===== src/rtl/cmc_pkg.sv =====
// Constants and types of the CAN mode control block
package cmc_pkg;
  // Register offsets
  localparam logic [3:0] ADDR_MODE = 4'h0;
  localparam logic [3:0] ADDR_ACK  = 4'h1;
  // Bit positions in the mode control register
  localparam int unsigned B_RECEIVED_FRAME_FLAG = 7;
  localparam int unsigned B_RECEIVER_ACTIVE = 6;
  localparam int unsigned B_STOPW = 5;
  localparam int unsigned B_SYNC  = 4;
  localparam int unsigned B_TIME  = 3;
  localparam int unsigned B_WAKE  = 2;
  localparam int unsigned B_SLEEP_REQUEST = 1;
  localparam int unsigned B_INIT  = 0;
  // Bit positions in the acknowledge status register
  localparam int unsigned B_SLEEP_ACK = 1;
  localparam int unsigned B_INIAK = 0;
  // Reset value: initialization requested
  localparam logic [7:0] MODE_RST = 8'h01;
  // Resynchronization figures
  localparam logic [3:0] REC_RUN   = 4'hB;
  localparam logic [7:0] BOFF_RUNS = 8'h80;
  // Stamp byte offsets inside a message buffer
  localparam logic [3:0] STAMP_HI_OFS = 4'hE;
  localparam logic [3:0] STAMP_LO_OFS = 4'hF;
  localparam logic [15:0] STAMP_RST   = 16'h0000;
  // Operating state, one-hot
  typedef enum logic [3:0] {
    ST_RESYNC = 4'h1,
    ST_RUN    = 4'h2,
    ST_INIT   = 4'h4,
    ST_SLEEP  = 4'h8
  } cmc_state_t;
endpackage

===== src/rtl/cmc_mode_ctrl.sv =====
// CAN mode control register with sleep, init and resync handling
//
// Contract
// RULE_01: Received frame flag sets on any valid reception, sticky until cleared.
// RULE_02: Received frame flag clears only by writing one; zero is ignored.
// RULE_03: Receiver active reads high while receiving, low when sending or idle.
// RULE_04: Stop in wait halts the processor bus interface during wait.
// RULE_05: Bus synchronized is read-only, owned by the block.
// RULE_06: Stamp enable runs a 16-bit counter at bit clock rate.
// RULE_07: On acknowledge the counter goes to the top two buffer bytes.
// RULE_08: Stamp counter is zero whenever stamp enable is zero.
// RULE_09: Stamp enable is held zero in initialization mode.
// RULE_10: Wake enable lets bus traffic end sleep; set it before sleeping.
// RULE_11: Sleep is entered only with no reception and empty transmit buffers.
// RULE_12: Sleep acknowledge shows completed sleep entry.
// RULE_13: Sleep request cannot be set while the wake flag is set.
// RULE_14: Sleep lasts until software clears request or wake clears it.
// RULE_15: Init request aborts transfers, drops sync, enters init, then acks.
// RULE_16: Entering init resets the listed registers, keeping noted bits.
// RULE_17: Configuration registers are writable only in init mode.
// RULE_18: Error counters are untouched by entering or leaving init.
// RULE_19: After init outside bus-off, sync follows 11 recessive bits.
// RULE_20: In bus-off, sync follows 128 runs of 11 recessive bits.
// RULE_21: Software writes other control bits only after init is fully left; the code accepts them unless init request and init acknowledge are both set.
// RULE_22: Software clear of sleep request ignored until sleep acknowledged.
// RULE_23: Software clear of init request ignored until init acknowledged.
// RULE_24: Transmit pin forced recessive on init request or halting wait/stop.
`timescale 1ns/1ps
module cmc_mode_ctrl (
  input  wire logic       clk_in,
  input  wire logic       sys_rst_in,
  input  wire logic [3:0] reg_addr_in,
  input  wire logic [7:0] reg_wdata_in,
  input  wire logic       reg_wr_in,
  input  wire logic       reg_rd_in,
  output logic      [7:0] reg_rdata_out,
  input  wire logic       rx_frame_done_in,
  input  wire logic       rx_busy_in,
  input  wire logic       tx_bufs_empty_in,
  input  wire logic       tx_bit_in,
  input  wire logic       bit_tick_in,
  input  wire logic       msg_ack_in,
  input  wire logic       wake_flag_in,
  input  wire logic       bus_off_in,
  input  wire logic       cpu_wait_in,
  input  wire logic       cpu_stop_in,
  input  wire logic       bus_rx_pin_in,
  output logic            transmit_pin_out,
  output logic            abort_xfer_out,
  output logic            init_reset_out,
  output logic            cfg_write_ok_out,
  output logic            bif_clk_run_out,
  output logic            wake_event_out,
  output logic            stamp_we_out,
  output logic      [3:0] stamp_addr_out,
  output logic      [7:0] stamp_data_out
);
  import cmc_pkg::*;

  // Pin synchronizer; only the second stage reads the first
  logic [2:0] rx_sync_q;
  logic       rx_level_q;
  logic       rx_level_d;
  // Control bits
  logic received_frame_flag_q, received_frame_flag_d, stopw_q, stopw_d, time_q, time_d;
  logic wake_q, wake_d, sleep_request_q, sleep_request_d, config_mode_request_q, config_mode_request_d;
  // Mode state and resync counters
  cmc_state_t state_q, state_d;
  logic [3:0]  rec_cnt_q, rec_cnt_d;
  logic [7:0]  run_cnt_q, run_cnt_d;
  logic [15:0] stamp_q, stamp_d;
  // Stamp store sequencer
  logic        beat_q, beat_d;
  logic [7:0]  lo_byte_q, lo_byte_d;
  logic        st_we_q, st_we_d;
  logic [3:0]  st_addr_q, st_addr_d;
  logic [7:0]  st_data_q, st_data_d;
  // Outputs held in flip-flops
  logic [7:0]  rdata_q, rdata_d;
  logic        txpin_q, txpin_d;
  logic        wake_ev_q, wake_ev_d;
  // Decodes
  logic bif_run, init_mode, cfg_ack, slp_ack, wr_mode, halt_tx;
  logic bus_idle, wake_hit;

  // Bus interface stops in wait when asked, saving power
  assign bif_run   = !(cpu_wait_in && stopw_q);            // [RULE_04]
  assign cfg_ack   = (state_q == ST_INIT);
  assign slp_ack   = (state_q == ST_SLEEP);                // [RULE_12]
  assign init_mode = config_mode_request_q && cfg_ack;
  assign wr_mode   = reg_wr_in && bif_run && (reg_addr_in == ADDR_MODE);
  assign bus_idle  = !rx_busy_in && tx_bufs_empty_in;
  assign wake_hit  = wake_q && !rx_level_q;
  assign halt_tx   = config_mode_request_q || cpu_stop_in
                   || (cpu_wait_in && stopw_q);
  assign abort_xfer_out   = config_mode_request_q;                      // [RULE_15]
  assign init_reset_out   = init_mode;                     // [RULE_16]
  assign cfg_write_ok_out = init_mode;                     // [RULE_17]
  assign bif_clk_run_out  = bif_run;
  assign reg_rdata_out    = rdata_q;
  assign transmit_pin_out = txpin_q;
  assign wake_event_out   = wake_ev_q;
  assign stamp_we_out     = st_we_q;
  assign stamp_addr_out   = st_addr_q;
  assign stamp_data_out   = st_data_q;

  // Pin level changes only once stages two and three agree
  always_comb begin
    rx_level_d = rx_level_q;
    if (rx_sync_q[1] == rx_sync_q[2]) begin
      rx_level_d = rx_sync_q[2];
    end
  end

  always_ff @(posedge clk_in or posedge sys_rst_in) begin
    if (sys_rst_in) begin
      rx_sync_q  <= 3'h7;
      rx_level_q <= 1'b1;
    end else begin
      rx_sync_q  <= {rx_sync_q[1:0], bus_rx_pin_in};
      rx_level_q <= rx_level_d;
    end
  end

  // Control bits; hardware set wins over software clear
  always_comb begin
    received_frame_flag_d  = received_frame_flag_q;
    stopw_d  = stopw_q;
    time_d   = time_q;
    wake_d   = wake_q;
    sleep_request_d  = sleep_request_q;
    config_mode_request_d = config_mode_request_q;
    // Other control bits are locked while in init mode
    if (wr_mode && !init_mode) begin                       // [RULE_16]
      stopw_d = reg_wdata_in[B_STOPW];
      time_d  = reg_wdata_in[B_TIME];
      wake_d  = reg_wdata_in[B_WAKE];                      // [RULE_10]
      if (reg_wdata_in[B_RECEIVED_FRAME_FLAG]) begin
        received_frame_flag_d = 1'b0;                                    // [RULE_02]
      end
      if (reg_wdata_in[B_SLEEP_REQUEST] && !wake_flag_in) begin
        sleep_request_d = 1'b1;                                    // [RULE_13]
      end else if (!reg_wdata_in[B_SLEEP_REQUEST] && slp_ack) begin
        sleep_request_d = 1'b0;                                    // [RULE_22]
      end
    end
    if (wr_mode) begin
      if (reg_wdata_in[B_INIT]) begin
        config_mode_request_d = 1'b1;
      end else if (cfg_ack) begin
        config_mode_request_d = 1'b0;                                   // [RULE_23]
      end
    end
    // Bus activity ends sleep only when enabled
    if (slp_ack && wake_hit) begin
      sleep_request_d = 1'b0;                                      // [RULE_14]
    end
    if (rx_frame_done_in) begin
      received_frame_flag_d = 1'b1;                                      // [RULE_01]
    end
    // Init holds these at reset value, wake and requests kept
    if (init_mode) begin
      received_frame_flag_d = 1'b0;                                      // [RULE_16]
      stopw_d = 1'b0;
      time_d  = 1'b0;                                      // [RULE_09]
    end
  end

  always_ff @(posedge clk_in or posedge sys_rst_in) begin
    if (sys_rst_in) begin
      received_frame_flag_q  <= MODE_RST[B_RECEIVED_FRAME_FLAG];
      stopw_q  <= MODE_RST[B_STOPW];
      time_q   <= MODE_RST[B_TIME];
      wake_q   <= MODE_RST[B_WAKE];
      sleep_request_q  <= MODE_RST[B_SLEEP_REQUEST];
      config_mode_request_q <= MODE_RST[B_INIT];
    end else begin
      received_frame_flag_q  <= received_frame_flag_d;
      stopw_q  <= stopw_d;
      time_q   <= time_d;
      wake_q   <= wake_d;
      sleep_request_q  <= sleep_request_d;
      config_mode_request_q <= config_mode_request_d;
    end
  end

  // Mode state machine; init request outranks everything
  always_comb begin
    state_d   = state_q;
    rec_cnt_d = rec_cnt_q;
    run_cnt_d = run_cnt_q;
    wake_ev_d = 1'b0;
    case (state_q)
      ST_RESYNC: begin
        if (sleep_request_q && bus_idle) begin
          state_d = ST_SLEEP;                              // [RULE_11]
        end else if (bit_tick_in && !rx_level_q) begin
          rec_cnt_d = 4'h0;
        end else if (bit_tick_in) begin
          rec_cnt_d = rec_cnt_q + 4'h1;
          if (rec_cnt_d == REC_RUN) begin
            rec_cnt_d = 4'h0;
            run_cnt_d = run_cnt_q + 8'h01;
            // Bus-off needs many idle runs before rejoining
            if (!bus_off_in || run_cnt_d == BOFF_RUNS) begin
              state_d = ST_RUN;                            // [RULE_19] [RULE_20]
            end
          end
        end
      end
      ST_RUN: begin
        if (sleep_request_q && bus_idle) begin
          state_d = ST_SLEEP;                              // [RULE_11]
        end
      end
      ST_INIT: begin
        if (!config_mode_request_q) begin
          state_d = ST_RESYNC;
        end
      end
      ST_SLEEP: begin
        if (wake_hit) begin
          wake_ev_d = 1'b1;                                // [RULE_10]
          state_d   = ST_RESYNC;
        end else if (!sleep_request_q) begin
          state_d = ST_RESYNC;                             // [RULE_14]
        end
      end
      default: state_d = ST_INIT;
    endcase
    if (state_d != ST_RESYNC) begin
      rec_cnt_d = 4'h0;
      run_cnt_d = 8'h00;
    end
    // Abort at once; sync drops and ack follows on the next edge
    if (config_mode_request_q) begin
      state_d = ST_INIT;                                   // [RULE_15]
    end
  end

  // Error counters live elsewhere and are not touched here [RULE_18]
  always_ff @(posedge clk_in or posedge sys_rst_in) begin
    if (sys_rst_in) begin
      state_q   <= ST_INIT;
      rec_cnt_q <= 4'h0;
      run_cnt_q <= 8'h00;
      wake_ev_q <= 1'b0;
    end else begin
      state_q   <= state_d;
      rec_cnt_q <= rec_cnt_d;
      run_cnt_q <= run_cnt_d;
      wake_ev_q <= wake_ev_d;
    end
  end

  // Stamp timer and two-beat store into the buffer top bytes
  always_comb begin
    stamp_d   = stamp_q;
    beat_d    = 1'b0;
    lo_byte_d = lo_byte_q;
    st_we_d   = 1'b0;
    st_addr_d = st_addr_q;
    st_data_d = st_data_q;
    // Clear on the disabling edge too, so no stale count is left behind
    if (!time_q || !time_d) begin
      stamp_d = STAMP_RST;                                 // [RULE_08]
    end else if (bit_tick_in) begin
      stamp_d = stamp_q + 16'h0001;                        // [RULE_06]
    end
    if (beat_q) begin
      st_we_d   = 1'b1;
      st_addr_d = STAMP_LO_OFS;
      st_data_d = lo_byte_q;
    end else if (msg_ack_in && time_q) begin
      st_we_d   = 1'b1;                                    // [RULE_07]
      st_addr_d = STAMP_HI_OFS;
      st_data_d = stamp_q[15:8];
      lo_byte_d = stamp_q[7:0];
      beat_d    = 1'b1;
    end
  end

  always_ff @(posedge clk_in or posedge sys_rst_in) begin
    if (sys_rst_in) begin
      stamp_q   <= STAMP_RST;
      beat_q    <= 1'b0;
      lo_byte_q <= 8'h00;
      st_we_q   <= 1'b0;
      st_addr_q <= 4'h0;
      st_data_q <= 8'h00;
    end else begin
      stamp_q   <= stamp_d;
      beat_q    <= beat_d;
      lo_byte_q <= lo_byte_d;
      st_we_q   <= st_we_d;
      st_addr_q <= st_addr_d;
      st_data_q <= st_data_d;
    end
  end

  // Read port and registered transmit pin
  always_comb begin
    rdata_d = 8'h00;
    txpin_d = halt_tx ? 1'b1 : tx_bit_in;                  // [RULE_24]
    if (reg_rd_in && bif_run) begin
      case (reg_addr_in)
        ADDR_MODE: begin
          rdata_d[B_RECEIVED_FRAME_FLAG] = received_frame_flag_q;
          rdata_d[B_RECEIVER_ACTIVE] = rx_busy_in && !init_mode;     // [RULE_03]
          rdata_d[B_STOPW] = stopw_q;
          rdata_d[B_SYNC]  = (state_q == ST_RUN);          // [RULE_05]
          rdata_d[B_TIME]  = time_q;
          rdata_d[B_WAKE]  = wake_q;
          rdata_d[B_SLEEP_REQUEST] = sleep_request_q;
          rdata_d[B_INIT]  = config_mode_request_q;
        end
        ADDR_ACK: begin
          rdata_d[B_SLEEP_ACK] = slp_ack;
          rdata_d[B_INIAK] = cfg_ack;
        end
        default: rdata_d = 8'h00;
      endcase
    end
  end

  always_ff @(posedge clk_in or posedge sys_rst_in) begin
    if (sys_rst_in) begin
      rdata_q <= 8'h00;
      txpin_q <= 1'b1;
    end else begin
      rdata_q <= rdata_d;
      txpin_q <= txpin_d;
    end
  end
endmodule


===== config.mk =====
export PLATFORM = sky130hd
export DESIGN_NAME = cmc_mode_ctrl
export DESIGN_NICKNAME = d
export VERILOG_FILES = /design/src/rtl/cmc_pkg.sv /design/src/rtl/cmc_mode_ctrl.sv
export SDC_FILE = /design/constraint.sdc
export NUM_CORES = 1
export LEC_CHECK = 0
export CORE_ASPECT_RATIO = 1.4
export CORE_MARGIN = 5
export CORE_UTILIZATION = 40
export CTS_BUF_LIST = sky130_fd_sc_hd__clkbuf_16
export DETAILED_ROUTE_END_ITERATION = 12
export DONT_BUFFER_PORTS = 1
export HOLD_SLACK_MARGIN = 0.15
export PLACE_DENSITY = 0.51
export SLEW_MARGIN = 20
export SYNTH_ARGS = -nofsm -noshare
export SYNTH_HDL_FRONTEND = slang
export SYNTH_SLANG_ARGS = --single-unit
export TNS_END_PERCENT = 10

===== constraint.sdc =====
create_clock -name clk_in -period 2.3 [get_ports clk_in]
set_input_delay 0.115 -clock clk_in [delete_from_list [all_inputs] [get_ports clk_in]]
set_output_delay 0.115 -clock clk_in [all_outputs]
set_load 0.005 [all_outputs]

==> impl_metrics.csv <==
group,metric,value,unit
finish,drive_gt1_share,13.2,%
clock_tree,cts.sinks,72,
floorplan,die-area,10700,sq um
timing,fin_worst_skew,0.00462,ns
clock_tree,cts_tree,"built",
finish,antenna_cells,0,
setup_path,cp-start-kind,"flip-flop",
detailed_routing,wire_per_inst,16.0,um
placed_design,dp_hpwl,5.24,mm
setup_path,worstPathMaxFanout,18,
timing,timing.setup.tns,0,ns
synthesis,synth_async_sr_flop_share,100,%
detailed_routing,route.detailed.drc,0,
power,p_per_area,835,nW/um^2
timing,fmax,477,MHz
clock_tree,insertion_delay,0.33,ns
timing,rsz0062_at_grt,"false",
synthesis,synthCells,351,
global_route,grt_pass1_wl,12.9,mm
timing,holdWs,0.185,ns
timing,slew_violations,0,
min_path,hp-class,"in2reg",
clock_tree,cts_buffers,9,
placed_design,port_buffers,0,
timing,hold_viol_final,0,
global_route,antenna_found_initial,0,
floorplan,coreArea,8560,sq um
timing,worstMarginPinSlew,0.530,ns
synthesis,synth.area.top_cells,"dfrtp_1, nand2_1, dfstp_2",
timing,slew_headroom,64.7,%
detailed_routing,viasPerCell,5.45,
synthesis,seq_area_frac_synth,51.7,%
finish,n_fill_cell,804,
synthesis,yosysWarnings,0,
setup_path,cp-end-kind,"flip-flop",
power,p_leak,0.00185,uW
finish,postLayoutCoreUtil,48.4,%
setup_path,crit_required,2.56,ns
synthesis,synth_area,3500,sq um
power,ir_drop,0.000425,V
detailed_routing,vias,2631,
global_route,grt_max_degree,56,
finish,nets,405,
synthesis,synth_top_cell_by_area,"dfrtp_1",
detailed_routing,postRouteWirelength,7.73,mm
clock_tree,post-cts-setup-buffer-count,0,
floorplan,initial_utilization,40.9,%
run_status,status,"completed",
timing,setup_violations,0,
synthesis,synth_top_area_share,46.5,%
timing,fin_crit,2.10,ns
detailed_routing,drt-initial-drc-count,110,
detailed_routing,antenna_left,0,
floorplan,ios,54,
detailed_routing,drt_pass1_iterations,4,
run,cap_violations,0,
finish,final_cell_mix,"dfrtp_1, nand2_1, nor2_1, dlygate4sd3_1, o21ai_0",
synthesis,synth-edff-count,0,
clock_tree,clock_path_buffers,2,
synthesis,synth-seq-cells,72,
placed_design,place_congestion,0.800,
synthesis,syn_nets,382,
setup_path,cp.arrival,2.36,ns
floorplan,die_w,89.1,um
timing,finalCritPeriodShare,91.1,%
global_route,overflow,0,
clock_tree,cts-root-buf,"clkbuf_16",
clock_tree,clk_pin_slew_worst_paths,0.05,ns
global_route,track_usage,15.6,%
synthesis,ys_types,58,
finish,final_common_cell,"dfrtp_1",
clock_tree,h-tree-depth,3,
global_route,grt_pass1_vias,2703,
finish,area_growth,18.3,%
floorplan,fp.dieH,121,um
synthesis,synth.avg_cell_area,9.97,sq um
setup_path,crit_type,"reg2reg",
floorplan,rows,40,
synthesis,synth-main-ff-cell,"dfrtp_1",
state kept, by name (all words and copies together), names as in the netlist, 2 cells and up:
| name | flops |
|---|---|
| lo_byte_q | 8 |
| rec_cnt_q | 4 |
| reg_rdata_out | 8 |
| run_cnt_q | 8 |
| rx_sync_q | 3 |
| stamp_addr_out | 2 |
| stamp_data_out | 8 |
| stamp_q | 16 |
| state_q | 4 |
what timing repair did:
| action | in CTS | in global routing |
|---|---|---|
| setup endpoints to repair | 0 | 5 |
| resized for setup | 0 | 4 |
| hold buffers | 22 | 0 |
| endpoints found under the hold margin | 92 | 0 |
cell usage after synthesis, types with 9 or more instances:
library cell and n:
and2_1 9, or3_1 9, a21oi_1 10, nand4_1 9
inv_1 9, mux2i_1 12, xor2_1 12, nor2_1 28
nand2_1 58, dfrtp_1 65, o21ai_0 20
metal layers:
| metal | GRT usage (%) | wire length [um] | vias up |
|---|---|---|---|
| met1 | 17.8 | 3170 | 1299 |
| met2 | 26.5 | 4010 | 48 |
| met3 | 4.43 | 308 | 22 |
| met4 | 7.17 | 242 | 0 |
| li1 | - | - | 1262 |
| met5 | 0 | 0 | - |
where the power goes:
part | switching [uW] | total [uW] | internal [uW]
Combinational | 304 | 506 | 202
Clock | 522 | 1460 | 938
Sequential | 113 | 1490 | 1380
Total | 939 | 3460 | 2520
critical path, cell delays in order (launching register included):
cell and delay (ns):
dfrtp_1 0.42, ha_1 0.26, or2_1 0.23, o21ai_1 0.18, a31oi_4 0.25, or4_1 0.55
a21oi_2 0.15
final cells by class:
cell class | instances | area, sq um | share of cell area (%)
Clock buffer | 9 | 225 | 5.44
Inverter | 10 | 37.5 | 0.907
Tap cell | 105 | 131 | 3.17
Timing Repair Buffer | 28 | 278 | 6.71
Clock inverter | 6 | 85.1 | 2.06
Sequential cell | 72 | 1810 | 43.7
Multi-Input combinational cell | 253 | 1570 | 38.0
worst paths after layout:
path	startpoint	end	slack [ns]	cells past startpoint
max	rec_cnt_q[1]	run_cnt_q[6]	0.20	6
min in group asynchronous	sys_rst_in	run_cnt_q[0]	0.23	2
max reg2reg	rec_cnt_q[1]	run_cnt_q[6]	0.20	6
min	reg_addr_in[0]	stopw_q	0.18	3
max in group asynchronous	sys_rst_in	rx_level_q	1.40	3
min reg2reg	rx_sync_q[0]	rx_sync_q[1]	0.36	0
through the flow:
stage / instances / total power (uW) / setup slack [ns] / area [sq um]
detailed placement: 446 / 1990 / 0.134 / 3580
floorplan: 351 / 1870 / 0.372 / 3500
global placement: 446 / 1980 / 0.171 / 3580
CTS: 483 / 3500 / 0.116 / 4120
global route: 483 / 3630 / 0.0776 / 4140
finish: 483 / 3460 / 0.204 / 4140
kinds of logic after synthesis:
| group | Yosys count | share of synthesized area, % |
|---|---|---|
| simple gates | 166 | 24.7 |
| compound gates | 55 | 10.7 |
| buf+inv | 26 | 4.04 |
| flops | 72 | 51.7 |
| mux | 12 | 3.43 |
| xor+xnor | 15 | 3.75 |
| fa+ha+maj | 5 | 1.72 |
No activity file was read; power rests on OpenSTA's default activity.
